$ cat src/verilog/hub_desc_pkg.sv
// Constants and carriers for the hub descriptor table.
// Assumes one 100 MHz core clock; config values are stable while a request is served.
package hub_desc_pkg;

    // ------------------------------------------------------------------
    // Descriptor types, also used as request kind codes
    // ------------------------------------------------------------------
    localparam logic [7:0] DT_DEVICE    = 8'h01;
    localparam logic [7:0] DT_INTERFACE = 8'h04;
    localparam logic [7:0] DT_ENDPOINT  = 8'h05;

    // ------------------------------------------------------------------
    // Descriptor lengths
    // ------------------------------------------------------------------
    localparam logic [7:0] LEN_DEVICE    = 8'h12;
    localparam logic [7:0] LEN_INTERFACE = 8'h09;
    localparam logic [7:0] LEN_ENDPOINT  = 8'h07;

    // ------------------------------------------------------------------
    // Field values
    // ------------------------------------------------------------------
    localparam logic [15:0] BCD_USB       = 16'h0200;
    localparam logic [7:0]  CLASS_HUB     = 8'h09;
    localparam logic [7:0]  SUBCLASS_HUB  = 8'h00;
    localparam logic [7:0]  PROTO_MULTI   = 8'h02;
    localparam logic [7:0]  PROTO_INTF    = 8'h00;
    localparam logic [7:0]  MPS_EP0       = 8'h40;
    localparam logic [7:0]  NUM_CONFIGS   = 8'h01;
    localparam logic [7:0]  INTF_NUMBER   = 8'h00;
    localparam logic [7:0]  ALT_SETTING   = 8'h00;
    localparam logic [7:0]  NUM_ENDPOINTS = 8'h01;
    localparam logic [7:0]  STR_NONE      = 8'h00;
    localparam logic [7:0]  STR_MFR       = 8'h01;
    localparam logic [7:0]  STR_PRODUCT   = 8'h02;
    localparam logic [7:0]  STR_SERIAL    = 8'h03;
    localparam logic [7:0]  EP_ADDR_IN1   = 8'h81;
    localparam logic [7:0]  EP_ATTR_INTR  = 8'h03;
    localparam logic [15:0] EP_MAX_PKT    = 16'h0001;
    localparam logic [7:0]  EP_INTERVAL   = 8'h0C;

    // ------------------------------------------------------------------
    // Byte offsets of the fields that are not fixed constants, and the start offset
    // ------------------------------------------------------------------
    localparam logic [4:0] OFS_VENDOR  = 5'h08;
    localparam logic [4:0] OFS_PRODUCT = 5'h0A;
    localparam logic [4:0] OFS_DEVICE  = 5'h0C;
    localparam logic [4:0] OFS_STR_MFR = 5'h0E;
    localparam logic [4:0] OFS_STR_PRD = 5'h0F;
    localparam logic [4:0] OFS_STR_SER = 5'h10;
    localparam logic [4:0] OFS_RESET   = 5'h00;

    typedef enum {ST_IDLE, ST_SEND} desc_state_t;

    typedef struct packed {
        logic [15:0] vendor_id;
        logic [15:0] product_id;
        logic [15:0] device_id;
        logic        string_en;
        logic        multi_tt;
    } desc_cfg_t;

    typedef struct packed {
        logic        valid;
        logic [7:0]  kind;
        logic [15:0] max_len;
    } desc_req_t;

    typedef struct packed {
        logic        valid;
        logic [7:0]  data;
        logic [4:0]  offset;
        logic        last;
        logic        stall;
    } desc_resp_t;

endpackage : hub_desc_pkg

$ cat src/verilog/hub_descriptor_table_logic.sv
// Descriptor byte source for the hub's standard get-descriptor requests.
// Assumes the request decoder and config loader run on sys_clk; no pin inputs here.
// Notes on behaviour
// - Single-TT interface descriptor: length 09h, type 04h
// - Interface number and alternate setting both 00h
// - One endpoint, hub class 09h, subclass 00h
// - Interface protocol 00h, no interface string
// - Endpoint descriptor: length 07h, type 05h
// - Endpoint address 81h, endpoint one IN
// - Endpoint attributes 03h, interrupt endpoint
// - Max packet 0001h, little endian at offset 4
// - Polling interval byte 0Ch
// - Device descriptor 12h long, type 01h, one config
// - Release 0200h and control packet size 40h
// - Device class 09h, subclass 00h
// - Multi-TT device protocol byte 02h
// - Vendor, product, device ids from configuration
// - String indexes 00 or 01/02/03 by enable
module hub_descriptor_table_logic
    import hub_desc_pkg::*;
(
    input  wire logic       sys_clk,  // Core clock, 100 MHz
    input  wire logic       rst_n,    // Synchronous reset, active low
    input  wire logic       ce,       // Clock enable, freezes all state when low
    input  wire desc_cfg_t  cfg,      // Loaded customer configuration
    input  wire desc_req_t  req,      // Get-descriptor request
    input  wire logic       tx_ready, // Consumer takes the presented byte
    output      desc_resp_t resp,     // Byte stream and refusal pulse
    output      logic       busy      // A descriptor is being streamed
);

    typedef struct packed {
        desc_state_t state;
        logic        busy;
        logic [7:0]  kind;
        logic [4:0]  end_idx;
        desc_resp_t  resp;
    } core_t;

    core_t s;
    core_t next_s;

    // ------------------------------------------------------------------
    // Descriptor contents
    // ------------------------------------------------------------------
    function automatic logic [7:0] desc_byte(input logic [7:0] kind, input logic [4:0] idx,
                                             input desc_cfg_t c);
        logic [7:0] b;
        b = 8'h00;
        if (kind == DT_DEVICE) begin
            case (idx)
                5'h00:   b = LEN_DEVICE;
                5'h01:   b = DT_DEVICE;
                5'h02:   b = BCD_USB[7:0];
                5'h03:   b = BCD_USB[15:8];
                5'h04:   b = CLASS_HUB;
                5'h05:   b = SUBCLASS_HUB;
                5'h06:   b = PROTO_MULTI;
                5'h07:   b = MPS_EP0;
                5'h08:   b = c.vendor_id[7:0];
                5'h09:   b = c.vendor_id[15:8];
                5'h0A:   b = c.product_id[7:0];
                5'h0B:   b = c.product_id[15:8];
                5'h0C:   b = c.device_id[7:0];
                5'h0D:   b = c.device_id[15:8];
                5'h0E:   b = c.string_en ? STR_MFR : STR_NONE;
                5'h0F:   b = c.string_en ? STR_PRODUCT : STR_NONE;
                5'h10:   b = c.string_en ? STR_SERIAL : STR_NONE;
                5'h11:   b = NUM_CONFIGS;
                default: b = 8'h00;
            endcase
        end else if (kind == DT_INTERFACE) begin
            case (idx)
                5'h00:   b = LEN_INTERFACE;
                5'h01:   b = DT_INTERFACE;
                5'h02:   b = INTF_NUMBER;
                5'h03:   b = ALT_SETTING;
                5'h04:   b = NUM_ENDPOINTS;
                5'h05:   b = CLASS_HUB;
                5'h06:   b = SUBCLASS_HUB;
                5'h07:   b = PROTO_INTF;
                5'h08:   b = STR_NONE;
                default: b = 8'h00;
            endcase
        end else begin
            case (idx)
                5'h00:   b = LEN_ENDPOINT;
                5'h01:   b = DT_ENDPOINT;
                5'h02:   b = EP_ADDR_IN1;
                5'h03:   b = EP_ATTR_INTR;
                5'h04:   b = EP_MAX_PKT[7:0];
                5'h05:   b = EP_MAX_PKT[15:8];
                5'h06:   b = EP_INTERVAL;
                default: b = 8'h00;
            endcase
        end
        return b;
    endfunction : desc_byte

    // ------------------------------------------------------------------
    // Request acceptance and streaming
    // ------------------------------------------------------------------
    logic        supported;
    logic [7:0]  full_len;
    logic [15:0] eff_len;

    always_comb begin
        // Only the set matching the translator mode is served
        supported = cfg.multi_tt ? (req.kind == DT_DEVICE)
                                 : (req.kind == DT_INTERFACE || req.kind == DT_ENDPOINT);
        case (req.kind)
            DT_DEVICE:    full_len = LEN_DEVICE;
            DT_INTERFACE: full_len = LEN_INTERFACE;
            default:      full_len = LEN_ENDPOINT;
        endcase
        // Host may ask for fewer bytes than the descriptor holds
        eff_len = (req.max_len < {8'h00, full_len}) ? req.max_len : {8'h00, full_len};
    end

    always_comb begin
        next_s = s;
        next_s.resp.stall = 1'b0;
        case (s.state)
            ST_IDLE: begin
                next_s.resp.valid = 1'b0;
                if (req.valid) begin
                    if (!supported || req.max_len == 16'h0000) begin
                        next_s.resp.stall = 1'b1;
                    end else begin
                        next_s.state       = ST_SEND;
                        next_s.busy        = 1'b1;
                        next_s.kind        = req.kind;
                        next_s.end_idx     = 5'(eff_len - 16'h0001);
                        next_s.resp.valid  = 1'b1;
                        next_s.resp.offset = OFS_RESET;
                        next_s.resp.data   = desc_byte(req.kind, OFS_RESET, cfg);
                        next_s.resp.last   = (eff_len == 16'h0001);
                    end
                end
            end
            ST_SEND: begin
                if (tx_ready) begin
                    if (s.resp.last) begin
                        next_s.state      = ST_IDLE;
                        next_s.busy       = 1'b0;
                        next_s.resp.valid = 1'b0;
                        next_s.resp.last  = 1'b0;
                    end else begin
                        // Offsets walk upward one per accepted byte
                        next_s.resp.offset = s.resp.offset + 5'h01;
                        next_s.resp.data   = desc_byte(s.kind, s.resp.offset + 5'h01, cfg);
                        next_s.resp.last   = (s.resp.offset + 5'h01 == s.end_idx);
                    end
                end
            end
            default: begin
                next_s.state      = ST_IDLE;
                next_s.busy       = 1'b0;
                next_s.resp.valid = 1'b0;
            end
        endcase
    end

    always_ff @(posedge sys_clk) begin
        if (!rst_n) begin
            s <= '{state: ST_IDLE, busy: 1'b0, kind: 8'h00, end_idx: 5'h00,
                   resp: '{valid: 1'b0, data: 8'h00, offset: OFS_RESET, last: 1'b0, stall: 1'b0}};
        end else if (ce) begin
            s <= next_s;
        end
    end

    // Busy kept as its own flop so the port needs no decode
    assign resp = s.resp;
    assign busy = s.busy;

    // ------------------------------------------------------------------
    // Checks
    // ------------------------------------------------------------------
    chk_intf_header: assert property (@(posedge sys_clk) disable iff (!rst_n)
        resp.valid && s.kind == DT_INTERFACE && resp.offset <= 5'h01
        |-> resp.data == (resp.offset == 5'h00 ? LEN_INTERFACE : DT_INTERFACE))
        else $error("interface header byte wrong");

    chk_intf_number: assert property (@(posedge sys_clk) disable iff (!rst_n)
        resp.valid && s.kind == DT_INTERFACE && (resp.offset == 5'h02 || resp.offset == 5'h03)
        |-> resp.data == INTF_NUMBER)
        else $error("interface number or alternate setting wrong");

    chk_intf_class: assert property (@(posedge sys_clk) disable iff (!rst_n)
        resp.valid && s.kind == DT_INTERFACE && resp.offset == 5'h04 && tx_ready && ce
        ##1 resp.valid |-> resp.data == CLASS_HUB && $past(resp.data) == NUM_ENDPOINTS)
        else $error("endpoint count or hub class wrong");

    chk_intf_proto: assert property (@(posedge sys_clk) disable iff (!rst_n)
        resp.valid && s.kind == DT_INTERFACE && resp.offset >= 5'h07 |-> resp.data == 8'h00)
        else $error("interface protocol or string index not zero");

    chk_ep_header: assert property (@(posedge sys_clk) disable iff (!rst_n)
        resp.valid && s.kind == DT_ENDPOINT && resp.offset <= 5'h01
        |-> resp.data == (resp.offset == 5'h00 ? LEN_ENDPOINT : DT_ENDPOINT))
        else $error("endpoint length or type wrong");

    chk_ep_address: assert property (@(posedge sys_clk) disable iff (!rst_n)
        resp.valid && s.kind == DT_ENDPOINT && resp.offset == 5'h02 |-> resp.data == EP_ADDR_IN1)
        else $error("endpoint address wrong");

    chk_ep_attr: assert property (@(posedge sys_clk) disable iff (!rst_n)
        resp.valid && s.kind == DT_ENDPOINT && resp.offset == 5'h03 |-> resp.data == EP_ATTR_INTR)
        else $error("endpoint attributes wrong");

    chk_ep_maxpkt: assert property (@(posedge sys_clk) disable iff (!rst_n)
        resp.valid && s.kind == DT_ENDPOINT && (resp.offset == 5'h04 || resp.offset == 5'h05)
        |-> resp.data == (resp.offset == 5'h04 ? EP_MAX_PKT[7:0] : EP_MAX_PKT[15:8]))
        else $error("endpoint max packet wrong");

    chk_ep_interval: assert property (@(posedge sys_clk) disable iff (!rst_n)
        resp.valid && s.kind == DT_ENDPOINT && resp.offset == 5'h06 |-> resp.data == EP_INTERVAL)
        else $error("endpoint interval wrong");

    chk_dev_length: assert property (@(posedge sys_clk) disable iff (!rst_n)
        resp.valid && s.kind == DT_DEVICE && (resp.offset == 5'h00 || resp.offset == 5'h11)
        |-> resp.data == (resp.offset == 5'h00 ? LEN_DEVICE : NUM_CONFIGS))
        else $error("device length or configuration count wrong");

    chk_dev_mps: assert property (@(posedge sys_clk) disable iff (!rst_n)
        resp.valid && s.kind == DT_DEVICE && resp.offset == 5'h07 |-> resp.data == MPS_EP0)
        else $error("control packet size wrong");

    chk_dev_class: assert property (@(posedge sys_clk) disable iff (!rst_n)
        resp.valid && s.kind == DT_DEVICE && resp.offset == 5'h04 |-> resp.data == CLASS_HUB)
        else $error("device class wrong");

    chk_dev_proto: assert property (@(posedge sys_clk) disable iff (!rst_n)
        resp.valid && s.kind == DT_DEVICE && resp.offset == 5'h06 |-> resp.data == PROTO_MULTI)
        else $error("device protocol wrong");

    chk_dev_vendor: assert property (@(posedge sys_clk) disable iff (!rst_n)
        resp.valid && s.kind == DT_DEVICE && resp.offset == OFS_VENDOR && $stable(cfg)
        |-> resp.data == cfg.vendor_id[7:0])
        else $error("vendor id low byte wrong");

    chk_dev_strings: assert property (@(posedge sys_clk) disable iff (!rst_n)
        resp.valid && s.kind == DT_DEVICE && resp.offset == OFS_STR_SER && $stable(cfg)
        |-> resp.data == (cfg.string_en ? STR_SERIAL : STR_NONE))
        else $error("serial string index wrong");

    chk_mode_select: assert property (@(posedge sys_clk) disable iff (!rst_n)
        ce && !busy && req.valid && !supported |=> resp.stall && !resp.valid)
        else $error("request outside the mode's set not refused");

    chk_offset_order: assert property (@(posedge sys_clk) disable iff (!rst_n)
        ce && resp.valid && tx_ready && !resp.last |=> resp.valid && resp.offset == $past(resp.offset) + 5'h01)
        else $error("offset did not advance by one");

endmodule : hub_descriptor_table_logic

$ cat config.mk
export PLATFORM = sky130hd
export DESIGN_NAME = hub_descriptor_table_logic
export DESIGN_NICKNAME = d
export VERILOG_FILES = /design/src/verilog/hub_desc_pkg.sv /design/src/verilog/hub_descriptor_table_logic.sv
export SDC_FILE = /design/constraint.sdc
export NUM_CORES = 1
export LEC_CHECK = 0
export ABC_CLOCK_PERIOD_IN_PS = 7670
export BUFFER_PORTS_ARGS = -buffer_cell sky130_fd_sc_hd__buf_2
export CORE_MARGIN = 2
export CORE_UTILIZATION = 55
export CTS_CLUSTER_SIZE = 14
export DETAILED_ROUTE_END_ITERATION = 16
export GPL_ROUTABILITY_DRIVEN = 0
export PLACE_DENSITY = 0.86
export SLEW_MARGIN = 20
export SYNTH_ARGS = -nofsm -noshare
export SYNTH_HDL_FRONTEND = slang
export SYNTH_SLANG_ARGS = --single-unit
$ cat constraint.sdc
create_clock -name sys_clk -period 7.67 [get_ports sys_clk]
set_input_delay 0.767 -clock sys_clk [delete_from_list [all_inputs] [get_ports sys_clk]]
set_output_delay 0.767 -clock sys_clk [all_outputs]
set_load 0.05 [all_outputs]
== Word-level counts from Yosys, hierarchy flattened ==
Memories as Yosys holds them, arrays and structs flattened.
Cells that the tools add are included.
Storage, ports and cells
  output and inout port bits: 17
  latch bits: 0
  memories: 1
  bits in read-only memories: 48
  flip-flop bits (word level): 62
  input bits: 79
  bits in writable memories: 0
Memory list
  (name not given): depth 16, bits a word 3, read ports 1, clocked after memory_dff 0, write ports 0, RTL line hub_descriptor_table_logic.sv:73  | case (idx)
Operators by class
  $mul: 0
  order comparisons: 1
  divide/modulo/power cells: 0
  add/subtract/negate cells: 2
  equality and inequality tests: 29
  multiplexer cells: 26
  shift-type cells: 0
  reductions and logical operators: 14
  bitwise operators: 1
Operators by type and width (number)
  one-hot mux 8 bit (14 select lines): 1
  two-way mux 33 bit: 2
  one-hot mux 33 bit (2 select lines): 1
  two-way mux 62 bit: 1
  two-way mux 61 bit: 1
  one-hot mux 8 bit (6 select lines): 1
  equality test 5 x 4 -> 1 bit, second input constant: 8
  equality test 32 x 1 -> 1 bit, second input constant: 1
  zero test 32 bit: 1
  one-hot mux 14 bit (2 select lines): 1
  equality test 8 x 3 -> 1 bit, second input constant: 3
  two-way mux 8 bit: 3
  equality test 16 x 1 -> 1 bit, second input constant: 1
  equality test 8 x 1 -> 1 bit, second input constant: 2
  zero test 16 bit: 1
  less-than comparator 16 x 8 -> 1 bit: 1
  two-way mux 16 bit: 1
  equality test 5 x 3 -> 1 bit, second input constant: 3
  two-way mux 15 bit: 1
  two-way mux 13 bit: 1
  equality test 5 x 2 -> 1 bit, second input constant: 2
  equality test 5 bit, second input constant: 2
  inequality test 2 bit, second input constant: 5
  one-hot mux 5 bit (2 select lines): 1
  19 further kinds: 28

== Logic depth before layout (Yosys ltp) ==
  depth after elaboration: 8
  gate-level depth with buffers: 17
  mapped depth without buffers: 15

== Least setup slack after synthesis ==
OpenSTA, ideal clock, no wires.
  path kind: input -> register
  start: input req[23] in the netlist's numbering
  end: register s[20] in the netlist's numbering
  slack: 3.667 ns
  stages: 17
  data arrival time: 3.917 ns
  cells stage by stage: nor4_1 nand2_1 or2_2 clkbuf_1 ha_1 o21a_1 o21ai_1 nor3_1 or2_1 buf_6 mux2_4 inv_1 ha_1 nand2_1 xnor2_1 mux2i_1 a211oi_1
Between the ends
  longest elaborated chain between the ends: 7
  elaborated cells on any way between the ends: 13
Ends and longest elaborated chain
  from (decl): RTL line hub_descriptor_table_logic.sv:26  | input wire desc_req_t req,
  parallel branches: the longest is 7 deep, another holds less-than comparator 16 x 8 -> 1 bit
  to (signal assigned): RTL line hub_descriptor_table_logic.sv:166  | s <= '{state: ST_IDLE, busy: 1'b0, kind: 8'h00, end_idx: 5'h00,
  to (signal assigned): RTL line hub_descriptor_table_logic.sv:169  | s <= next_s;
  to (decl): RTL line hub_descriptor_table_logic.sv:40  | core_t s;
Parallel ways; which one is timed is not known.
A chain may end at the register's enable or synchronous reset.

== Worst setup path after layout ==
Same ends and word-level chain as after synthesis.

==> results.md <==
* Status: finished, final reports clean
* Synth Area in XOR/XNOR at between 4 and 5%
* Logic gate share of total power at approximately an eighth
* Met2 usage at 42.9%
* Sw Ratio at between 20% and 30%
* Mapped Area at between 2000 and 3000 µm²
* CTS Buf Count at 5
* Antenna Cells at 0
* Seq pwr share at 49.7%
* Register area share after synthesis at between 20% and 30%
* Power per cell area at 96.4 nW/µm²
* Slew Limit Fails at 0
* Crit path kind: input port to flop
* Layout cells sized above 1 at ~27%
* Max IR drop VDD at 0.119 mV
* Main combinational cell family by area after synthesis: compound AO/OA/AOI/OAI gates
* Worst Path Buf+Inv at 2
* Post-synthesis mux area share at 2.33%
* Most Used Layer, Global Route: met2
* Final worst slack at between 3000 and 4000 ps
* Vias in the first global route at 2764
* First-pass GRT wire length at about 13000 µm
* WP data arrival at between 4000 and 5000 ps
* Compound-Gate Fraction of Synth Area at 33.0%
* Slew headroom at between 30% and 40%
* Post-Synthesis Cells at between 300 and 400
* Routed length per placed instance at 16.0 µm
* Clock Latency Late Sink at approximately 280 ps
* Fin nets at 520
* Post-DP HPWL at approximately 5900 µm
* Clock root buffer: clkbuf_8
* Critical path capture point type: flop
* Crit path cell chain: buf_2, nor4_1, nand2_1, or2_2, ha_1, o21a_1, o21ai_1, nor3_1, or2_1, mux2_4, inv_1, ha_1, nand2_1, xnor2_1, mux2i_1, a211oi_1
* Leakage Power at between 1 and 1.5 nW
* Wirelength, routed at ~8000 µm
* Die height at 76.0 µm
* Die width at about 76 µm
* Routing usage on met3 at approximately 4.9%
* Average cell area after synthesis at just under 8 µm²
* Clock buffer depth at 2
* Post-cts sizing count at 0
* Post-CTS Setup Inserts at 0
* Largest cells by area after synthesis: dfxtp_1 (21%), a21oi_1 (4.4%), ha_1 (4.4%)
* Dpl ws at 3220 ps
* Synth-to-Final Area Change at 14.5%
* Min Tclk post-route at about 4200 ps
* H-tree depth at 2
* Synth unique cells at 74
* DR pass1 iterations at 7
* Clock power share at 37.3%
* Setup Viol. Count Final at 0
* Largest net degree at the start of global routing at 22
* Post-synth EDFFs at 0
* Worst-path fanout max at 9
* Core area at between 5000 and 6000 µm²
* GR Util met1 at 38.1%
* RSZ-0062 raised after global routing: false
* Total number of vias at around 3200
* Setup tns final at 0 ps
* CP max-delay cell: nor3_1
* Worst-path clk slew at ~60 ps
* Post-route DRC at 0
* Yosys warns at 0
* Initial Util at a little under three fifths
* CTS tree: yes
* Layout Utilization at ~65%
* Yosys top cell by area: dfxtp_1
* Total die area at 5780 µm²
* Antenna Nets Post-Route at 0
* Hold WC Path Type: flop to flop
* Critical path's top delay family: simple AND/OR/NAND/NOR gates
* CP Launch Type: input port
* Clock Sink Count at 30
* Simple-gate portion of the synthesized area at around 26%
* Int Pwr at around 240 µW
* Slowest stage delay, CP at 440 ps
* Critical Path RT at 7850 ps
* Drt via density at around 6.4
* Synth Register Bits at 30
* Hold_ws at approximately 470 ps
* Skew final at roughly 6.7 ps
* Final period util at 54.7%
* Ports at 96
* Syn Nets at 459
* Sw power at 75.0 µW
* Share of Yosys cell area claimed by the top area cell type at between 20% and 30%
* Total power at roughly 310 µW
* Measured slew at the worst slew-check pin at 998 ps
* Drt initial violations at approximately 360
* Hold Fails Final Rpt at 0
* Ys async rst share at 0%
* I/O Buffers at 95
* FMAX at roughly 240 MHz
* Count of max-cap constraint violations at 0
* Row Count at 26
* Hold-fix buffers at CTS at 0
* Top_reg_cell synth: dfxtp_1
* Overflow after GRT at 0
* Antenna violations before repair at 0
* GRT Total Usage at between 20% and 30%
* Synthesized-area fraction occupied by adder cells at under 10%
[cells by family after synthesis]
logic type      after synthesis
compound gates              125
mux                           6
fa+ha+maj                    10
flops                        30
buf+inv                      50
simple gates                136
xor+xnor                     13
[per-stage QoR]
stage	cell area (µm²)	instances
2_1_floorplan	2850	370
5_1_grt	3270	501
3_3_place_gp	3190	494
4_1_cts	3260	501
3_5_place_dp	3190	494
6_report	3270	501
[cell usage after synthesis, types with 4 or more instances]
master / number
a21oi_1: 25
nor2b_1: 7
a22o_1: 4
o21ai_1: 7
buf_2: 4
nand2_1: 27
clkbuf_1: 19
and3_1: 9
inv_1: 8
or2_2: 4
o211ai_1: 6
or3_1: 4
o22ai_1: 5
buf_4: 16
dfxtp_1: 30
nor3_1: 10
a211oi_1: 5
nand3_1: 14
a22oi_1: 13
a211o_1: 5
ha_1: 10
nor2_1: 30
nand2b_1: 5
o32ai_1: 8
and2_1: 4
mux2i_1: 4
xor2_1: 9
o31ai_1: 4
a221oi_1: 6
[layer usage]
metal	wire [µm]	vias to the layer above
li1	-	1517
met1	3500	1492
met2	3700	189
met3	703	19
met4	140	0
met5	0	-
[cell type report]
cell class / instances / area [µm²]
flip-flops and latches: 30 / 601
multi-input cells: 290 / 1990
fillers: 456 / 1780
repair buffers: 95 / 475
clock buffers: 7 / 76.3
well taps: 70 / 87.6
inverters: 9 / 33.8
[state kept, by name (all words and copies together), names as in the netlist]
register and count:
resp 16, s 14
[final timing paths]
kind              startpoint        to  slack (ps)  depth (start not counted)
setup / recovery     req[23]     s[20]        3470                         16
hold / removal      resp[14]  resp[14]         470                          2
setup reg to reg     resp[2]  resp[10]        4520                          7
hold reg to reg     resp[14]  resp[14]         470                          2
[tightest hold or removal path: cells and delay by family (launching register included)]
| kind | cells | cell delay, ps |
|---|---|---|
| flip-flops | 1 | 320 |
| AND/OR/NAND/NOR | 1 | 60 |
| AO/OA/AOI/OAI | 1 | 50 |
[layout by cell type, fill, tap and decap left out, types with 5 or more instances in the layout]
master and n:
nand2b_1 5, a211oi_1 5, a211o_1 5, inv_1 8, o211ai_1 6, dfxtp_1 30
clkbuf_8 5, o22ai_1 5, buf_2 95, a22oi_1 13, and3_1 9, o32ai_1 8
nand3_1 14, o21ai_1 7, nor2b_1 7, a21oi_1 25, a221oi_1 6, xor2_1 9
nand2_1 27, nor3_1 10, nor2_1 30, ha_1 10
[power by group through the flow]
stage | Clock, mW | Sequential [mW] | Combinational [mW]
4_1_cts | 0.119 | 0.157 | 0.0407
2_1_floorplan | 0 | 0.160 | 0.0165
5_1_grt | 0.125 | 0.157 | 0.0452
6_report | 0.117 | 0.157 | 0.0410
3_3_place_gp | 0 | 0.160 | 0.0396
3_5_place_dp | 0 | 0.160 | 0.0406
(Power assumes the default switching activity.)
